--- config.mk ---
export PLATFORM = sky130hd
export DESIGN_NAME = ebox_ipr_bank
export DESIGN_NICKNAME = d
export VERILOG_FILES = /design/src/rtl/ebox_ipr_pkg.sv /design/src/rtl/ebox_ipr_bank.sv /design/src/rtl/cycle_counter.sv /design/src/rtl/va_format.sv
export SDC_FILE = /design/constraint.sdc
export NUM_CORES = 1
export LEC_CHECK = 0
export BUFFER_PORTS_ARGS = -buffer_cell sky130_fd_sc_hd__buf_2
export CAP_MARGIN = 20
export CORE_MARGIN = 3
export CORE_UTILIZATION = 40
export CTS_BUF_LIST = sky130_fd_sc_hd__clkbuf_4 sky130_fd_sc_hd__clkbuf_8 sky130_fd_sc_hd__clkbuf_16
export CTS_CLUSTER_DIAMETER = 100
export CTS_CLUSTER_SIZE = 28
export DETAILED_ROUTE_END_ITERATION = 8
export PLACE_DENSITY = 0.62
export SETUP_SLACK_MARGIN = 0.15
export SKIP_LAST_GASP = 1
export SLEW_MARGIN = 20
export SYNTH_ARGS = -nofsm -noshare
export SYNTH_HDL_FRONTEND = slang
export SYNTH_SLANG_ARGS = --single-unit
--- constraint.sdc ---
create_clock -name CLK -period 2.8 [get_ports CLK]
set_input_delay 0 -clock CLK [delete_from_list [all_inputs] [get_ports CLK]]
set_output_delay 0 -clock CLK [all_outputs]
set_load 0.03 [all_outputs]
--- src/rtl/ebox_ipr_pkg.sv ---
// Shared constants for the execution-unit processor register bank.
// Assumes a 64-bit move-to/move-from register port with an 8-bit index.
package ebox_ipr_pkg;

    // Register indices on the processor register port
    localparam logic [7:0] IDX_CYCLE_COUNT   = 8'hc0;  // cycle_count_reg, read/write
    localparam logic [7:0] IDX_COUNT_CONTROL = 8'hc1;  // count_control_reg, write only
    localparam logic [7:0] IDX_FAULT_ADDRESS = 8'hc2;  // fault_address_reg, read only
    localparam logic [7:0] IDX_ADDRESS_CTL   = 8'hc4;  // address_control_reg, write only
    localparam logic [7:0] IDX_FORMATTED     = 8'hc3;  // formatted_entry_address_reg, read only

    // Widths
    localparam int DATA_W  = 64;
    localparam int HALF_W  = 32;
    localparam int INDEX_W = 8;

    // Count control fields
    localparam int CNT_ENABLE_BIT = 32;  // count_enable_bit
    localparam int CNT_LOAD_HI    = 31;  // Loadable count field, top
    localparam int CNT_LOAD_LO    = 4;   // Loadable count field, bottom

    // Address control fields
    localparam int PTB_HI        = 63;   // page_table_base top
    localparam int PTB_LO        = 30;   // page_table_base bottom
    localparam int FMT32_BIT     = 2;    // format_32_select
    localparam int WIDE_BIT      = 1;    // wide_address_select
    localparam int BIG_END_BIT   = 0;    // Big-endian lane inversion

    // Sign-extension source bits
    localparam int WIDE_SIGN_BIT   = 47;
    localparam int NARROW_SIGN_BIT = 42;

    // Page entry scaling
    localparam int PAGE_SHIFT = 13;      // Page offset width
    localparam int PTE_SHIFT  = 3;       // Entry size of eight bytes

    // Reset values
    localparam logic [63:0] CTL_RESET   = 64'h0;
    localparam logic [63:0] COUNT_RESET = 64'h0;
    localparam logic [63:0] FAULT_RESET = 64'h0;
    localparam logic [63:0] READ_UNMAPPED = 64'h0;

    // Data-stream access sizes
    typedef enum logic [1:0] {
        SIZE_BYTE = 2'b00,
        SIZE_WORD = 2'b01,
        SIZE_LONG = 2'b11,
        SIZE_QUAD = 2'b10
    } access_size_e;

endpackage : ebox_ipr_pkg

--- src/rtl/ebox_ipr_bank.sv ---
// Execution-unit processor registers: cycle counter and fault address formatting.
// Assumes privileged move-to/move-from strobes and memory-pipe inputs on CLK.
`timescale 1ns/1ps
module ebox_ipr_bank #(
    parameter int WIDTH = 64
) (
    // Clock and reset
    input  wire logic                               CLK,
    input  wire logic                               SYS_RST,
    // Processor register port
    input  wire logic                               IPR_WR,
    input  wire logic                               IPR_RD,
    input  wire logic [ebox_ipr_pkg::INDEX_W-1:0]   IPR_IDX,
    input  wire logic [WIDTH-1:0]                   IPR_WDATA,
    output logic      [WIDTH-1:0]                   IPR_RDATA,
    output logic                                    IPR_RVALID,
    // Read cycle count instruction
    input  wire logic                               READ_CYCLE_COUNT_INSTR_REQ,
    output logic      [WIDTH-1:0]                   READ_CYCLE_COUNT_INSTR_DATA,
    output logic                                    READ_CYCLE_COUNT_INSTR_VALID,
    // Fault capture from the data translation buffer
    input  wire logic                               FAULT_VALID,
    input  wire logic                               FAULT_PTE_LOAD,
    input  wire logic [WIDTH-1:0]                   FAULT_ADDR,
    // Sign-extension checker
    input  wire logic                               CHK_VALID,
    input  wire logic [WIDTH-1:0]                   CHK_ADDR,
    output logic                                    CHK_ACV,
    // Byte extract/insert/mask shift amount
    input  wire logic [2:0]                         SHIFT_IN,
    output logic      [2:0]                         SHIFT_OUT,
    // Data-stream physical address low bits
    input  wire logic [2:0]                         PA_LOW_IN,
    input  wire logic [1:0]                         PA_SIZE,
    output logic      [2:0]                         PA_LOW_OUT,
    // Control state visible to the rest of the core
    output logic                                    COUNT_ENABLED,
    output logic                                    BIG_ENDIAN,
    output logic                                    WIDE_ADDRESS
);
    import ebox_ipr_pkg::*;

    // Block map, for the next reader:
    // - Register port decode and read mux
    // - Cycle counter in its own module
    // - Fault address capture
    // - Address control storage
    // - Entry address formatting module
    // - Sign-extension checker
    // - Big-endian shift and lane inversion
    // Every output is registered except the
    // three control levels, which are plain
    // copies of stored flip-flops anyway.
    //
    // Timing summary:
    // - Writes take effect at the strobe edge
    // - Reads answer one cycle later
    // - Pipe-side paths answer one cycle later
    // A read and a write in one cycle see the
    // old value, since the mux reads stored
    // state before the edge updates it.

    // Decoded write strobes
    logic             wr_count;      // Write to cycle_count_reg
    logic             wr_cnt_ctl;    // Write to count_control_reg
    logic             wr_addr_ctl;   // Write to address_control_reg

    // Stored state
    logic [WIDTH-1:0] count_value;   // Full counter, both halves
    logic [WIDTH-1:0] fault_address; // fault_address_reg
    logic [WIDTH-1:0] address_ctl;   // address_control_reg
    logic [WIDTH-1:0] formatted;     // Live formatted entry address

    // Combinational next values for the read port and pipe-side outputs
    logic             next_acv;
    logic [2:0]       next_pa_low;
    logic [WIDTH-1:0] next_rdata;

    // Index match, shared by the write decode and the read mux.
    // Full compare of all index bits; aliasing of
    // unused indices onto real registers would let
    // a stray write disturb the counter.
    function automatic logic hit(input logic [INDEX_W-1:0] idx,
                                 input logic [INDEX_W-1:0] target);
        hit = (idx == target);
    endfunction : hit

    // Sign-extension test: true when every bit above the sign bit matches it.
    // Both widths are built and compared; the mode
    // bit only picks the result, so the mux sits at
    // the very end of the path.
    function automatic logic sign_ok(input logic [WIDTH-1:0] addr,
                                     input logic            wide);
        logic [WIDTH-1:0] wide_ext;
        logic [WIDTH-1:0] narrow_ext;
        wide_ext   = {{(WIDTH-WIDE_SIGN_BIT-1){addr[WIDE_SIGN_BIT]}}, addr[WIDE_SIGN_BIT:0]};
        narrow_ext = {{(WIDTH-NARROW_SIGN_BIT-1){addr[NARROW_SIGN_BIT]}}, addr[NARROW_SIGN_BIT:0]};
        sign_ok    = wide ? (addr == wide_ext) : (addr == narrow_ext);
    endfunction : sign_ok

    // Write decode; read-only indices ignore writes.
    // No error is signalled for a refused write;
    // software learns nothing from the port.
    assign wr_count    = IPR_WR && hit(IPR_IDX, IDX_CYCLE_COUNT);
    assign wr_cnt_ctl  = IPR_WR && hit(IPR_IDX, IDX_COUNT_CONTROL);
    assign wr_addr_ctl = IPR_WR && hit(IPR_IDX, IDX_ADDRESS_CTL);

    // Counter halves and enable.
    // The upper write strobe never reaches the
    // counting half, so an offset update cannot
    // lose a count in flight.
    cycle_counter #(
        .WIDTH      (WIDTH)
    ) u_counter (
        .CLK        (CLK),
        .SYS_RST    (SYS_RST),
        .WR_UPPER   (wr_count),
        .WR_CONTROL (wr_cnt_ctl),
        .WDATA      (IPR_WDATA),
        .COUNT      (count_value),
        .ENABLED    (COUNT_ENABLED)
    );

    // Entry address formatting from the captured fault address.
    // Kept combinational: the read flop below
    // registers it, so no extra stage is paid.
    va_format u_format (
        .FAULT_ADDR (fault_address),
        .CONTROL    (address_ctl),
        .FORMATTED  (formatted)
    );

    // Address control register; reserved bits 29:3 kept clear.
    // Clearing them means no reserved bit can ever
    // leak into the formatted address.
    always_ff @(posedge CLK) begin
        if (SYS_RST) begin
            address_ctl <= CTL_RESET;
        end else if (wr_addr_ctl) begin
            address_ctl <= {IPR_WDATA[PTB_HI:PTB_LO], 27'h0, IPR_WDATA[FMT32_BIT:BIG_END_BIT]};
        end
    end

    assign BIG_ENDIAN   = address_ctl[BIG_END_BIT];
    assign WIDE_ADDRESS = address_ctl[WIDE_BIT];

    // Fault address capture; page entry loads leave it alone so the
    // outer fault handler still sees the address that started the walk
    always_ff @(posedge CLK) begin
        if (SYS_RST) begin
            fault_address <= FAULT_RESET;
        end else if (FAULT_VALID && !FAULT_PTE_LOAD) begin
            fault_address <= FAULT_ADDR;
        end
    end

    // Read multiplexer; write-only and unmapped indices read as zero.
    // The count enable and the big-endian and wide bits are still visible on
    // the level outputs, just not through a read.
    always_comb begin
        next_rdata = READ_UNMAPPED;
        if (hit(IPR_IDX, IDX_CYCLE_COUNT)) begin
            next_rdata = count_value;
        end else if (hit(IPR_IDX, IDX_FAULT_ADDRESS)) begin
            next_rdata = fault_address;
        end else if (hit(IPR_IDX, IDX_FORMATTED)) begin
            next_rdata = formatted;
        end
    end

    // Register read answer, one cycle after the strobe.
    // Data holds between reads, so a slow consumer
    // may sample it any time before the next one.
    always_ff @(posedge CLK) begin
        if (SYS_RST) begin
            IPR_RDATA  <= READ_UNMAPPED;
            IPR_RVALID <= 1'b0;
        end else begin
            IPR_RVALID <= IPR_RD;
            if (IPR_RD) begin
                IPR_RDATA <= next_rdata;
            end
        end
    end

    // Read cycle count answer, full 64 bits, one cycle after the request.
    // Both halves come from one edge; the lower half
    // wraps with no carry into the upper half.
    always_ff @(posedge CLK) begin
        if (SYS_RST) begin
            READ_CYCLE_COUNT_INSTR_DATA  <= COUNT_RESET;
            READ_CYCLE_COUNT_INSTR_VALID <= 1'b0;
        end else begin
            READ_CYCLE_COUNT_INSTR_VALID <= READ_CYCLE_COUNT_INSTR_REQ;
            if (READ_CYCLE_COUNT_INSTR_REQ) begin
                READ_CYCLE_COUNT_INSTR_DATA <= count_value;
            end
        end
    end

    // Sign-extension checker, mode from the wide address bit.
    // Mode change takes effect on the cycle after
    // the control write; a check in that same
    // cycle still uses the old mode.
    assign next_acv = CHK_VALID && !sign_ok(CHK_ADDR, address_ctl[WIDE_BIT]);

    // Registered violation flag, one-cycle pulse per failing checked address
    always_ff @(posedge CLK) begin
        if (SYS_RST) begin
            CHK_ACV <= 1'b0;
        end else begin
            CHK_ACV <= next_acv;
        end
    end

    // Registered shift amount; inverted in big-endian mode.
    // Inverting all three bits mirrors the byte
    // position within the quadword.
    always_ff @(posedge CLK) begin
        if (SYS_RST) begin
            SHIFT_OUT <= 3'h0;
        end else begin
            SHIFT_OUT <= address_ctl[BIG_END_BIT] ? ~SHIFT_IN : SHIFT_IN;
        end
    end

    // Low address inversion mask by access size; quadwords untouched.
    // Size codes outside the three narrow sizes
    // fall to the default branch and pass through.
    always_comb begin
        next_pa_low = PA_LOW_IN;
        if (address_ctl[BIG_END_BIT]) begin
            case (access_size_e'(PA_SIZE))
                SIZE_BYTE: begin
                    next_pa_low = PA_LOW_IN ^ 3'h7;
                end
                SIZE_WORD: begin
                    next_pa_low = PA_LOW_IN ^ 3'h6;
                end
                SIZE_LONG: begin
                    next_pa_low = PA_LOW_IN ^ 3'h4;
                end
                default: begin
                    next_pa_low = PA_LOW_IN;
                end
            endcase
        end
    end

    // Registered physical address low bits.
    // Registered even in little-endian mode, so the
    // latency does not depend on the mode bit.
    always_ff @(posedge CLK) begin
        if (SYS_RST) begin
            PA_LOW_OUT <= 3'h0;
        end else begin
            PA_LOW_OUT <= next_pa_low;
        end
    end

endmodule : ebox_ipr_bank

--- src/rtl/cycle_counter.sv ---
// Cycle counter: counting lower half plus offset storage in the upper half.
// Assumes one-cycle write strobes from the owning register bank.
`timescale 1ns/1ps
module cycle_counter #(
    parameter int WIDTH = 64
) (
    // Clock and reset
    input  wire logic             CLK,
    input  wire logic             SYS_RST,
    // Write strobes and data
    input  wire logic             WR_UPPER,
    input  wire logic             WR_CONTROL,
    input  wire logic [WIDTH-1:0] WDATA,
    // Counter value and enable state
    output logic      [WIDTH-1:0] COUNT,
    output logic                  ENABLED
);
    import ebox_ipr_pkg::*;

    localparam int H = WIDTH / 2;

    logic [H-1:0] lower;  // Counting half
    logic [H-1:0] upper;  // Offset storage, never counts

    // Enable flag loaded by each control write
    always_ff @(posedge CLK) begin
        if (SYS_RST) begin
            ENABLED <= 1'b0;
        end else if (WR_CONTROL) begin
            ENABLED <= WDATA[CNT_ENABLE_BIT];
        end
    end

    // Lower half: control write loads, else counts while enabled
    always_ff @(posedge CLK) begin
        if (SYS_RST) begin
            lower <= COUNT_RESET[H-1:0];
        end else if (WR_CONTROL) begin
            // Low nibble forced clear on every control write
            lower <= {WDATA[CNT_LOAD_HI:CNT_LOAD_LO], 4'h0};
        end else if (ENABLED) begin
            lower <= lower + 1'b1;
        end
    end

    // Upper half: plain storage, only the upper write reaches it
    always_ff @(posedge CLK) begin
        if (SYS_RST) begin
            upper <= COUNT_RESET[WIDTH-1:H];
        end else if (WR_UPPER) begin
            upper <= WDATA[WIDTH-1:H];
        end
    end

    assign COUNT = {upper, lower};

endmodule : cycle_counter

--- src/rtl/va_format.sv ---
// Builds the page-table-entry address from the fault address and control.
// Purely combinational; the register bank registers the result on read.
`timescale 1ns/1ps
module va_format (
    // Inputs
    input  wire logic [63:0] FAULT_ADDR,
    input  wire logic [63:0] CONTROL,
    // Formatted address
    output logic      [63:0] FORMATTED
);
    import ebox_ipr_pkg::*;

    logic [PTB_HI:PTB_LO] base;  // page_table_base

    assign base = CONTROL[PTB_HI:PTB_LO];

    // Pick the layout from the two format bits
    always_comb begin
        if (CONTROL[FMT32_BIT] && !CONTROL[WIDE_BIT]) begin
            // 32-bit layout: full base, 19-bit page number
            FORMATTED = {base, 8'h0, FAULT_ADDR[31:PAGE_SHIFT], 3'h0};
        end else if (CONTROL[WIDE_BIT]) begin
            // 48-bit layout; also taken when both bits set, no layout exists there
            FORMATTED = {base[63:38], FAULT_ADDR[47:PAGE_SHIFT], 3'h0};
        end else begin
            // 43-bit layout
            FORMATTED = {base[63:33], FAULT_ADDR[42:PAGE_SHIFT], 3'h0};
        end
    end

endmodule : va_format

==> implementation parameters, run 1 <==
Parameter                              Value

Die
  Die Ht ... 184 um
  Row count ... 64
  X dimension of the die ... 184 um
  Total die area ... 33700 sq um
  Core footprint ... 30800 sq um
  Effective utilization at floorplan ... 40.9%
  Ports ... 356

STA
  Max-slew violation total from the final report ... 0
  Setup repair after global routing missed its margin ... no
  # setup viols final ... 0
  Clock period minus final worst setup slack ... 2280 ps
  Slew at the pin with the worst max-slew slack ... 830 ps
  Worst setup skew after layout ... 20.3 ps
  Endpoints failing hold ... 0
  Final setup margin ... 524 ps
  Tcrit/Tclk final ... 81.3%
  Final TNS setup ... 0 ps
  Max Clock Freq ... 439 MHz
  Rel. slew slack ... 44.7%

Setup path
  Highest net fanout along the worst path ... 6
  Worst setup path category ... flop to flop
  Worst EP required ... 3220 ps
  Kind of end point of the critical path ... flop
  FF-to-FF path depth ... 6
  Startpoint kind of the worst setup timing path ... flop
  CP arrival ... 2700 ps

Synth
  Warnings, synthesis ... 0
  Total nets after synthesis ... 1727
  Number of instances in the synthesized netlist ... 1510
  Avg Inst Size Synth ... 8.36 sq um
  Mapped Area ... 12600 sq um
  Number of synthesized flops with an enable pin ... 0
  Post-synth cell types ... 40
  Most used flip-flop cell after synthesis ... dfxtp_1
  FF+latch count, synth ... 303
  Sequential share of the synthesized area ... 48.1%
  Post-synthesis async set-or-reset flop share ... 0%

Cells and area
  Post-Route Utilization ... 53.8%
  Final layout net count ... 2121
  Most frequent cells in the layout ... buf_2, dfxtp_1, nand2_1, a21oi_1, nor2_1
  Commonest non-fill, non-tap cell in the layout ... buf_2
  Area Overhead vs Synth ... 31.4%
  Fraction of final layout cells sized beyond drive strength 1 ... 22.4%

Power
  Power density cells ... 462 nW/um^2
  Leakage ... 6.62 nW
  Share of total power consumed by net switching ... 24.8%
  Cell Int Power ... 5.76 mW
  Relative contribution of combinational cells to total power ... 10.1%
  Clock power frac ... 32.4%
  Sequential Power Share ... 57.5%
  NetSw ... 1.90 mW
  Peak supply drop ... 0.427 mV

Detailed routing
  Detail-routed net length per standard cell ... 18.1 um
  Pre-Repair DR Iteration Count ... 6
  Violation count after the first detailed-routing iteration ... 879
  Count of antenna-violating nets left after detailed routing ... 0
  Vias per inst ... 5.26
  Final wirelength ... 41.6 mm
  Number of vias in the routed layout ... 12.1k
  DRC violation count after routing ... 0

Clock tree
  CTS H-Tree Depth ... 1
  CTS clock-pin slew for the worst setup and hold paths ... 120 ps
  Clock latency at the later pin of the worst-skew pair ... 510 ps
  Cts bufs inserted ... 15
  CTS tree ... yes
  Clk buf depth ... 3
  Post-CTS setup buffer count ... 0
  Number of clock sinks ... 303
  Clock root buffer master ... clkbuf_16

GRT
  Number of antenna violations at the first check in global routing ... 2
  Vias in the first global route ... 11.6k
  Total track usage ... 23.8%
  Aggregate global routing overflow ... 0
  First-pass GRT wire length ... 64.8 mm
  Maximum number of pins on one net before global-route repair ... 85

Place
  Placement-stage worst setup slack ... 543 ps
  Estimated wirelength of the detail-placed design ... 27.3 mm
  Count of input and output buffers ... 312
  Routability Congestion ... 0.827

Run
  Max capacitance violation total ... 0

Hold path
  Type of the worst min-delay path ... input port to flop
  Worst hold path depth ... 3

Run status
  Outcome ... finished clean
==> what timing repair did <==
action                                 4_1_cts  5_1_grt
hold buffers                               165        0
resized for setup                            0        0
endpoints found under the hold margin      212        0
==> path summary, 6_finish.rpt <==
kind	endpoint	from	slack (ps)
setup / recovery	u_counter.lower[28]	u_counter.lower[0]	520
hold / removal	READ_CYCLE_COUNT_INSTR_DATA[15]	READ_CYCLE_COUNT_INSTR_REQ	80
setup reg to reg	u_counter.lower[28]	u_counter.lower[0]	520
hold reg to reg	address_ctl[2]	address_ctl[2]	460
==> critical path, cell delays in order (launching register included) <==
cell	delay, ps
dfxtp_1	460
ha_1	330
nand3_1	150
or4_1	580
nor4_1	330
xor2_1	110
a22o_1	240
==> routing by layer <==
layer  part of all wire (%)  routed length [um]  global-route usage [%]
met1                     44               18200                    32.4
met2                     47               19700                    40.2
met3                    7.0                2890                    3.26
met4                    2.0                 830                    5.39
met5                      0                   0                       0
==> cell type report <==
| class | count | area [sq um] |
|---|---|---|
| antenna | 2 | 5.00 |
| clock inverter | 3 | 36.3 |
| clock buffer | 16 | 389 |
| fill | 2862 | 14200 |
| tap | 396 | 495 |
| sequential | 303 | 6070 |
| timing repair buffer | 502 | 3490 |
| multi-input combinational | 1064 | 6040 |
| inverter | 18 | 68.8 |
==> cells in the mapped netlist (all sizes together) (14+ instances only) <==
library cell	instances	share of area, %
nand2	293	8.7
a21oi	193	7.7
nor3	59	2.3
buf	19	0.62
a22oi	58	3.5
nand4	17	0.94
dfxtp	303	48
a22o	15	1.0
xnor2	24	1.7
nor2	173	5.1
mux2i	73	5.8
mux2	48	4.3
clkbuf	106	3.2
inv	18	0.54
nor4	16	1.1
nand3	14	0.56
a211oi	26	1.7
==> logic make-up after synthesis <==
family	synth area share (%)
mux	10.1
flops	48.1
xor+xnor	2.57
fa+ha+maj	0.0991
buf+inv	4.31
simple gates	20.2
compound gates	14.7
==> per-stage QoR <==
step	hold WS (ps)	cells	instance area, sq um	total power [mW]
2_1_floorplan	125	1510	12600	4.81
3_3_place_gp	237	2118	14500	5.09
3_5_place_dp	244	2118	14500	5.09
4_1_cts	70.4	2302	16600	7.72
5_1_grt	88.5	2304	16600	7.95
6_report	76.2	2304	16600	7.66
==> power by group through the flow <==
stage	combinational, mW	sequential (mW)	clock (mW)
floorplan	0.315	4.50	0
global placement	0.591	4.50	0
detailed placement	0.594	4.50	0
CTS	0.769	4.40	2.55
global route	0.839	4.41	2.70
finish	0.776	4.40	2.48
Power figures use the tool's default switching activity.
==> run 2: changes to the inputs <==
==> constraint.sdc (replaced) <==
create_clock -name CLK -period 2.1 [get_ports CLK]
set_input_delay 0 -clock CLK [delete_from_list [all_inputs] [get_ports CLK]]
set_output_delay 0 -clock CLK [all_outputs]
set_load 0.03 [all_outputs]
==> implementation parameters, run 2 (synthesis results as in run 1) <==
Parameter                              Value

Run status
  Outcome ... finished clean

STA
  Worst setup skew after layout ... 20.5 ps
  Rel. slew slack ... 53.0%
  # setup viols final ... 0
  Slew at the pin with the worst max-slew slack ... 705 ps
  Smallest hold slack ... 36.0 ps
  Clock period minus final worst setup slack ... 1910 ps
  Setup repair after global routing missed its margin ... yes
  Endpoints failing hold ... 0
  Final setup margin ... 191 ps
  Max Clock Freq ... 524 MHz
  Tcrit/Tclk final ... 90.9%
  Final TNS setup ... 0 ps
  Max-slew violation total from the final report ... 0

Setup path
  Largest stage delay on the critical path ... 530 ps
  Worst EP required ... 2540 ps
  Kind of end point of the critical path ... flop
  Total buffers and inverters traversed by the critical path ... 1
  Startpoint kind of the worst setup timing path ... flop
  Critical path's top delay family ... simple AND/OR/NAND/NOR gates
  Highest-delay cell along the critical path ... dfxtp_1
  Crit-path cells ... and4_1 > nand4_1 > buf_4 > nor4_4 > xnor2_1 > a211oi_2
  Worst setup path category ... flop to flop
  Highest net fanout along the worst path ... 6
  CP arrival ... 2350 ps

Detailed routing
  Final wirelength ... 42.6 mm
  Count of antenna-violating nets left after detailed routing ... 0
  Vias per inst ... 5.28
  Violation count after the first detailed-routing iteration ... 906
  DRC violation count after routing ... 0
  Detail-routed net length per standard cell ... 18.4 um
  Pre-Repair DR Iteration Count ... 5
  Number of vias in the routed layout ... 12.2k

Place
  Routability Congestion ... 0.880
  Count of input and output buffers ... 312
  Estimated wirelength of the detail-placed design ... 28.2 mm
  Placement-stage worst setup slack ... 29.0 ps
  Cell area reported after detailed placement ... 14800 sq um

Die
  Ports ... 356
  Row count ... 64
  Die Ht ... 184 um
  X dimension of the die ... 184 um
  Total die area ... 33700 sq um
  Core footprint ... 30800 sq um
  Effective utilization at floorplan ... 40.9%

GRT
  Number of antenna violations at the first check in global routing ... 3
  Vias in the first global route ... 11.5k
  Aggregate global routing overflow ... 0
  First-pass GRT wire length ... 65.5 mm
  Total track usage ... 24.1%
  Maximum number of pins on one net before global-route repair ... 105

Power
  Power density cells ... 612 nW/um^2
  Peak supply drop ... 0.442 mV
  Leakage ... 6.84 nW
  Total Power Consumption ... 10.2 mW

Cells and area
  Commonest non-fill, non-tap cell in the layout ... buf_2
  Fraction of final layout cells sized beyond drive strength 1 ... 24.6%
  Cell area after layout ... 16700 sq um
  Final layout net count ... 2131
  Area Overhead vs Synth ... 32.5%
  Most frequent cells in the layout ... buf_2, dfxtp_1, nand2_1, a21oi_1, nor2_1

Clock tree
  Clock root buffer master ... clkbuf_16
  CTS H-Tree Depth ... 1
  CTS clock-pin slew for the worst setup and hold paths ... 110 ps
  Cts bufs inserted ... 15
  Clk buf depth ... 3
  Number of clock sinks ... 303
  Clock latency at the later pin of the worst-skew pair ... 510 ps
  CTS tree ... yes

Run
  Max capacitance violation total ... 0

Hold path
  Type of the worst min-delay path ... input port to flop
-- run 2: changes by cell type in the layout (fill, tap and decap cells not counted), sizes merged --
cell         delta
buf            +35
clkbuf          +1
clkinv          +1
clkinvlp        -1
dlygate4sd3    -25
-- run 2: where the power goes --
part / total, mW / internal, mW / switching [mW]
clock: 3.34 / 1.38 / 1.96
combinational: 1.03 / 0.481 / 0.554
sequential: 5.86 / 5.81 / 0.0501
-- run 2: path summary, 6_finish.rpt --
kind,from,to,slack (ps),cells past startpoint
setup / recovery,u_counter.lower[22],u_counter.lower[27],190,6
hold / removal,FAULT_PTE_LOAD,fault_address[50],40,5
hold reg to reg,address_ctl[2],address_ctl[2],460,2
setup reg to reg,u_counter.lower[22],u_counter.lower[27],190,6
-- run 2: metal layers --
metal,share of wire (%),vias up,track usage (%)
met2,46,423,39.8
met5,0.031,-,0
met3,6.3,53,3.64
met1,45,5783,33.3
li1,-,5967,-
met4,2.5,2,6.09
-- run 2: layout make-up --
cell class              instances  area (sq um)
clock inverters                 3          37.5
clock buffers                  17           390
repair buffers                512          3550
multi-input cells            1064          6100
well taps                     396           495
diodes                          2          5.00
fillers                      2845         14100
flip-flops and latches        303          6070
inverters                      18          68.8
-- run 2: timing repair --
action / in CTS / in global routing
gates resized for setup: 2 / 9
hold buffers: 140 / 0
pin swaps: 0 / 2
hold endpoints to repair: 204 / 0
buffers inserted: 0 / 2
setup endpoints to repair: 10 / 6
-- run 2: worst reg2reg max path, delay by kind of cell, from the launching register on --
family                    cells  cell delay, ps
AOI/OAI and AO/OA             1             200
xor gates and xnor gates      1             110
buffers and inverters         1             250
DFF                           1             530
and+or+nand+nor               3             750
-- run 2: through the flow --
stage / std cells / util [%]
after floorplan: 1510 / -
after global placement: 2151 / 48.1
after detailed placement: 2151 / 48.1
after CTS: 2311 / 54.0
after global routing: 2315 / 54.3
final: 2315 / 54.3
==> run 3: changes to the inputs <==
==> constraint.sdc (replaced) <==
create_clock -name CLK -period 2.1 [get_ports CLK]
set_input_delay 0.21 -clock CLK [delete_from_list [all_inputs] [get_ports CLK]]
set_output_delay 0.21 -clock CLK [all_outputs]
set_load 0.03 [all_outputs]
==> implementation parameters, run 3 (synthesis results as in run 1) <==
Parameter                              Value

Detailed routing
  Detail-routed net length per standard cell ... 18.2 um
  Final wirelength ... 42.1 mm
  Count of antenna-violating nets left after detailed routing ... 0
  Number of vias in the routed layout ... 12.2k
  Vias per inst ... 5.26
  Violation count after the first detailed-routing iteration ... 873
  Pre-Repair DR Iteration Count ... 5
  DRC violation count after routing ... 0

Cells and area
  Area used by sequential logic in the layout ... 6090 sq um
  Fraction of final layout cells sized beyond drive strength 1 ... 25.6%
  Filler Cells Inserted ... 2830
  Most frequent cells in the layout ... buf_2, nand2_1, dfxtp_1, a21oi_1, nor2_1
  Post-Route Utilization ... 54.3%
  Final layout net count ... 2130
  Commonest non-fill, non-tap cell in the layout ... buf_2
  Area Overhead vs Synth ... 32.7%
  Combined area of the multi-input logic cells ... 6130 sq um
  Cell area after layout ... 16700 sq um
  Final std cells w/o fill ... 2312

GRT
  Routing usage on met1 ... 33.6%
  Total track usage ... 24.0%
  Most Crowded Layer GR ... met2
  Maximum number of pins on one net before global-route repair ... 94
  Met3 layer usage reported by global route ... 3.15%
  Number of antenna violations at the first check in global routing ... 2
  First-pass GRT wire length ... 65.3 mm
  Aggregate global routing overflow ... 0
  Met2 global-route usage ... 40.0%
  Vias in the first global route ... 11.6k

Place
  Count of input and output buffers ... 312
  Routability Congestion ... 0.892
  Post-placement cell count ... 2161
  Cell area reported after detailed placement ... 14900 sq um
  Placement-stage worst setup slack ... -98.0 ps
  Estimated wirelength of the detail-placed design ... 28.5 mm

Die
  X dimension of the die ... 184 um
  Effective utilization at floorplan ... 40.9%
  Ports ... 356
  Core footprint ... 30800 sq um
  Die Ht ... 184 um
  Row count ... 64
  Total die area ... 33700 sq um

Hold path
  Type of the worst min-delay path ... input port to flop

Clock tree
  Cts bufs inserted ... 14
  Clock latency at the later pin of the worst-skew pair ... 510 ps
  CTS clock-pin slew for the worst setup and hold paths ... 110 ps
  Clock root buffer master ... clkbuf_16
  CTS tree ... yes
  Number of clock sinks ... 303
  Clk buf depth ... 3
  CTS H-Tree Depth ... 1

STA
  # setup viols final ... 0
  Endpoints failing hold ... 0
  Final setup margin ... 223 ps
  Clock period minus final worst setup slack ... 1880 ps
  Worst setup skew after layout ... 20.2 ps
  Setup repair after global routing missed its margin ... yes
  Rel. slew slack ... 57.1%
  Max Clock Freq ... 533 MHz
  Tcrit/Tclk final ... 89.4%
  Slew at the pin with the worst max-slew slack ... 643 ps
  Max-slew violation total from the final report ... 0

Run
  Max capacitance violation total ... 0

Run status
  Outcome ... finished clean

Setup path
  Worst setup path category ... flop to flop
  Kind of end point of the critical path ... flop
  CP arrival ... 2300 ps
  Worst EP required ... 2530 ps
  Highest net fanout along the worst path ... 8
  Startpoint kind of the worst setup timing path ... flop

Power
  Power density cells ... 604 nW/um^2
  Peak supply drop ... 0.484 mV
  Leakage ... 6.91 nW
  Total Power Consumption ... 10.1 mW
-- run 3: cell count changes in the layout (fill, tap and decap cells not counted), sizes merged --
cell,change
dlygate4sd3,-11
buf,+11
diode,-1
inv,-2
-- run 3: routing by layer --
layer / wire length [um] / share of wire, %
met1: 19000 / 45
met4: 815 / 1.9
met2: 19500 / 46
met5: 27 / 0.064
met3: 2780 / 6.6
-- run 3: path summary, 6_finish.rpt --
| kind | startpoint | endpoint | slack, ps | cells after the start |
|---|---|---|---|---|
| hold reg to reg | address_ctl[63] | address_ctl[63] | 460 | 2 |
| setup / recovery | u_counter.lower[7] | u_counter.lower[27] | 220 | 6 |
| setup reg to reg | u_counter.lower[7] | u_counter.lower[27] | 220 | 6 |
| hold / removal | IPR_WDATA[17] | u_counter.lower[17] | 40 | 3 |
-- run 3: worst max-delay path, cell delays in order (launching register included) --
cell	delay [ps]
dfxtp_2	370
nand4_4	140
or4_4	540
buf_6	170
nor4_4	270
xnor2_1	110
a211oi_2	200
-- run 3: through the flow --
| step | setup TNS [ps] | hold WS (ps) |
|---|---|---|
| 6_report | 0 | 35.0 |
| 2_1_floorplan | 0 | 335 |
| 5_1_grt | 0 | 22.2 |
| 3_5_place_dp | -3750 | 443 |
| 4_1_cts | 0 | 5.07 |
| 3_3_place_gp | -3830 | 438 |
-- run 3: power breakdown --
group	internal [mW]	switching, mW
clock	1.36	1.85
sequential	5.81	0.0501
combinational	0.483	0.554
total	7.65	2.46
-- run 3: what timing repair did --
action,CTS,global route
gates cloned,0,0
setup buffers,0,3
endpoints found under the hold margin,162,0
pin swaps,0,4
hold buffers,129,0
resized for setup,7,20
endpoints found under the setup margin,6,14
-- run 3: final cells by class --
| cell class | count | share of cell area [%] |
|---|---|---|
| clock inverters | 1 | 0.0299 |
| multi-input cells | 1064 | 36.6 |
| flip-flops and latches | 303 | 36.4 |
| well taps | 396 | 2.96 |
| repair buffers | 512 | 21.2 |
| clock buffers | 17 | 2.37 |
| diodes | 1 | 0.0149 |
| inverters | 18 | 0.411 |
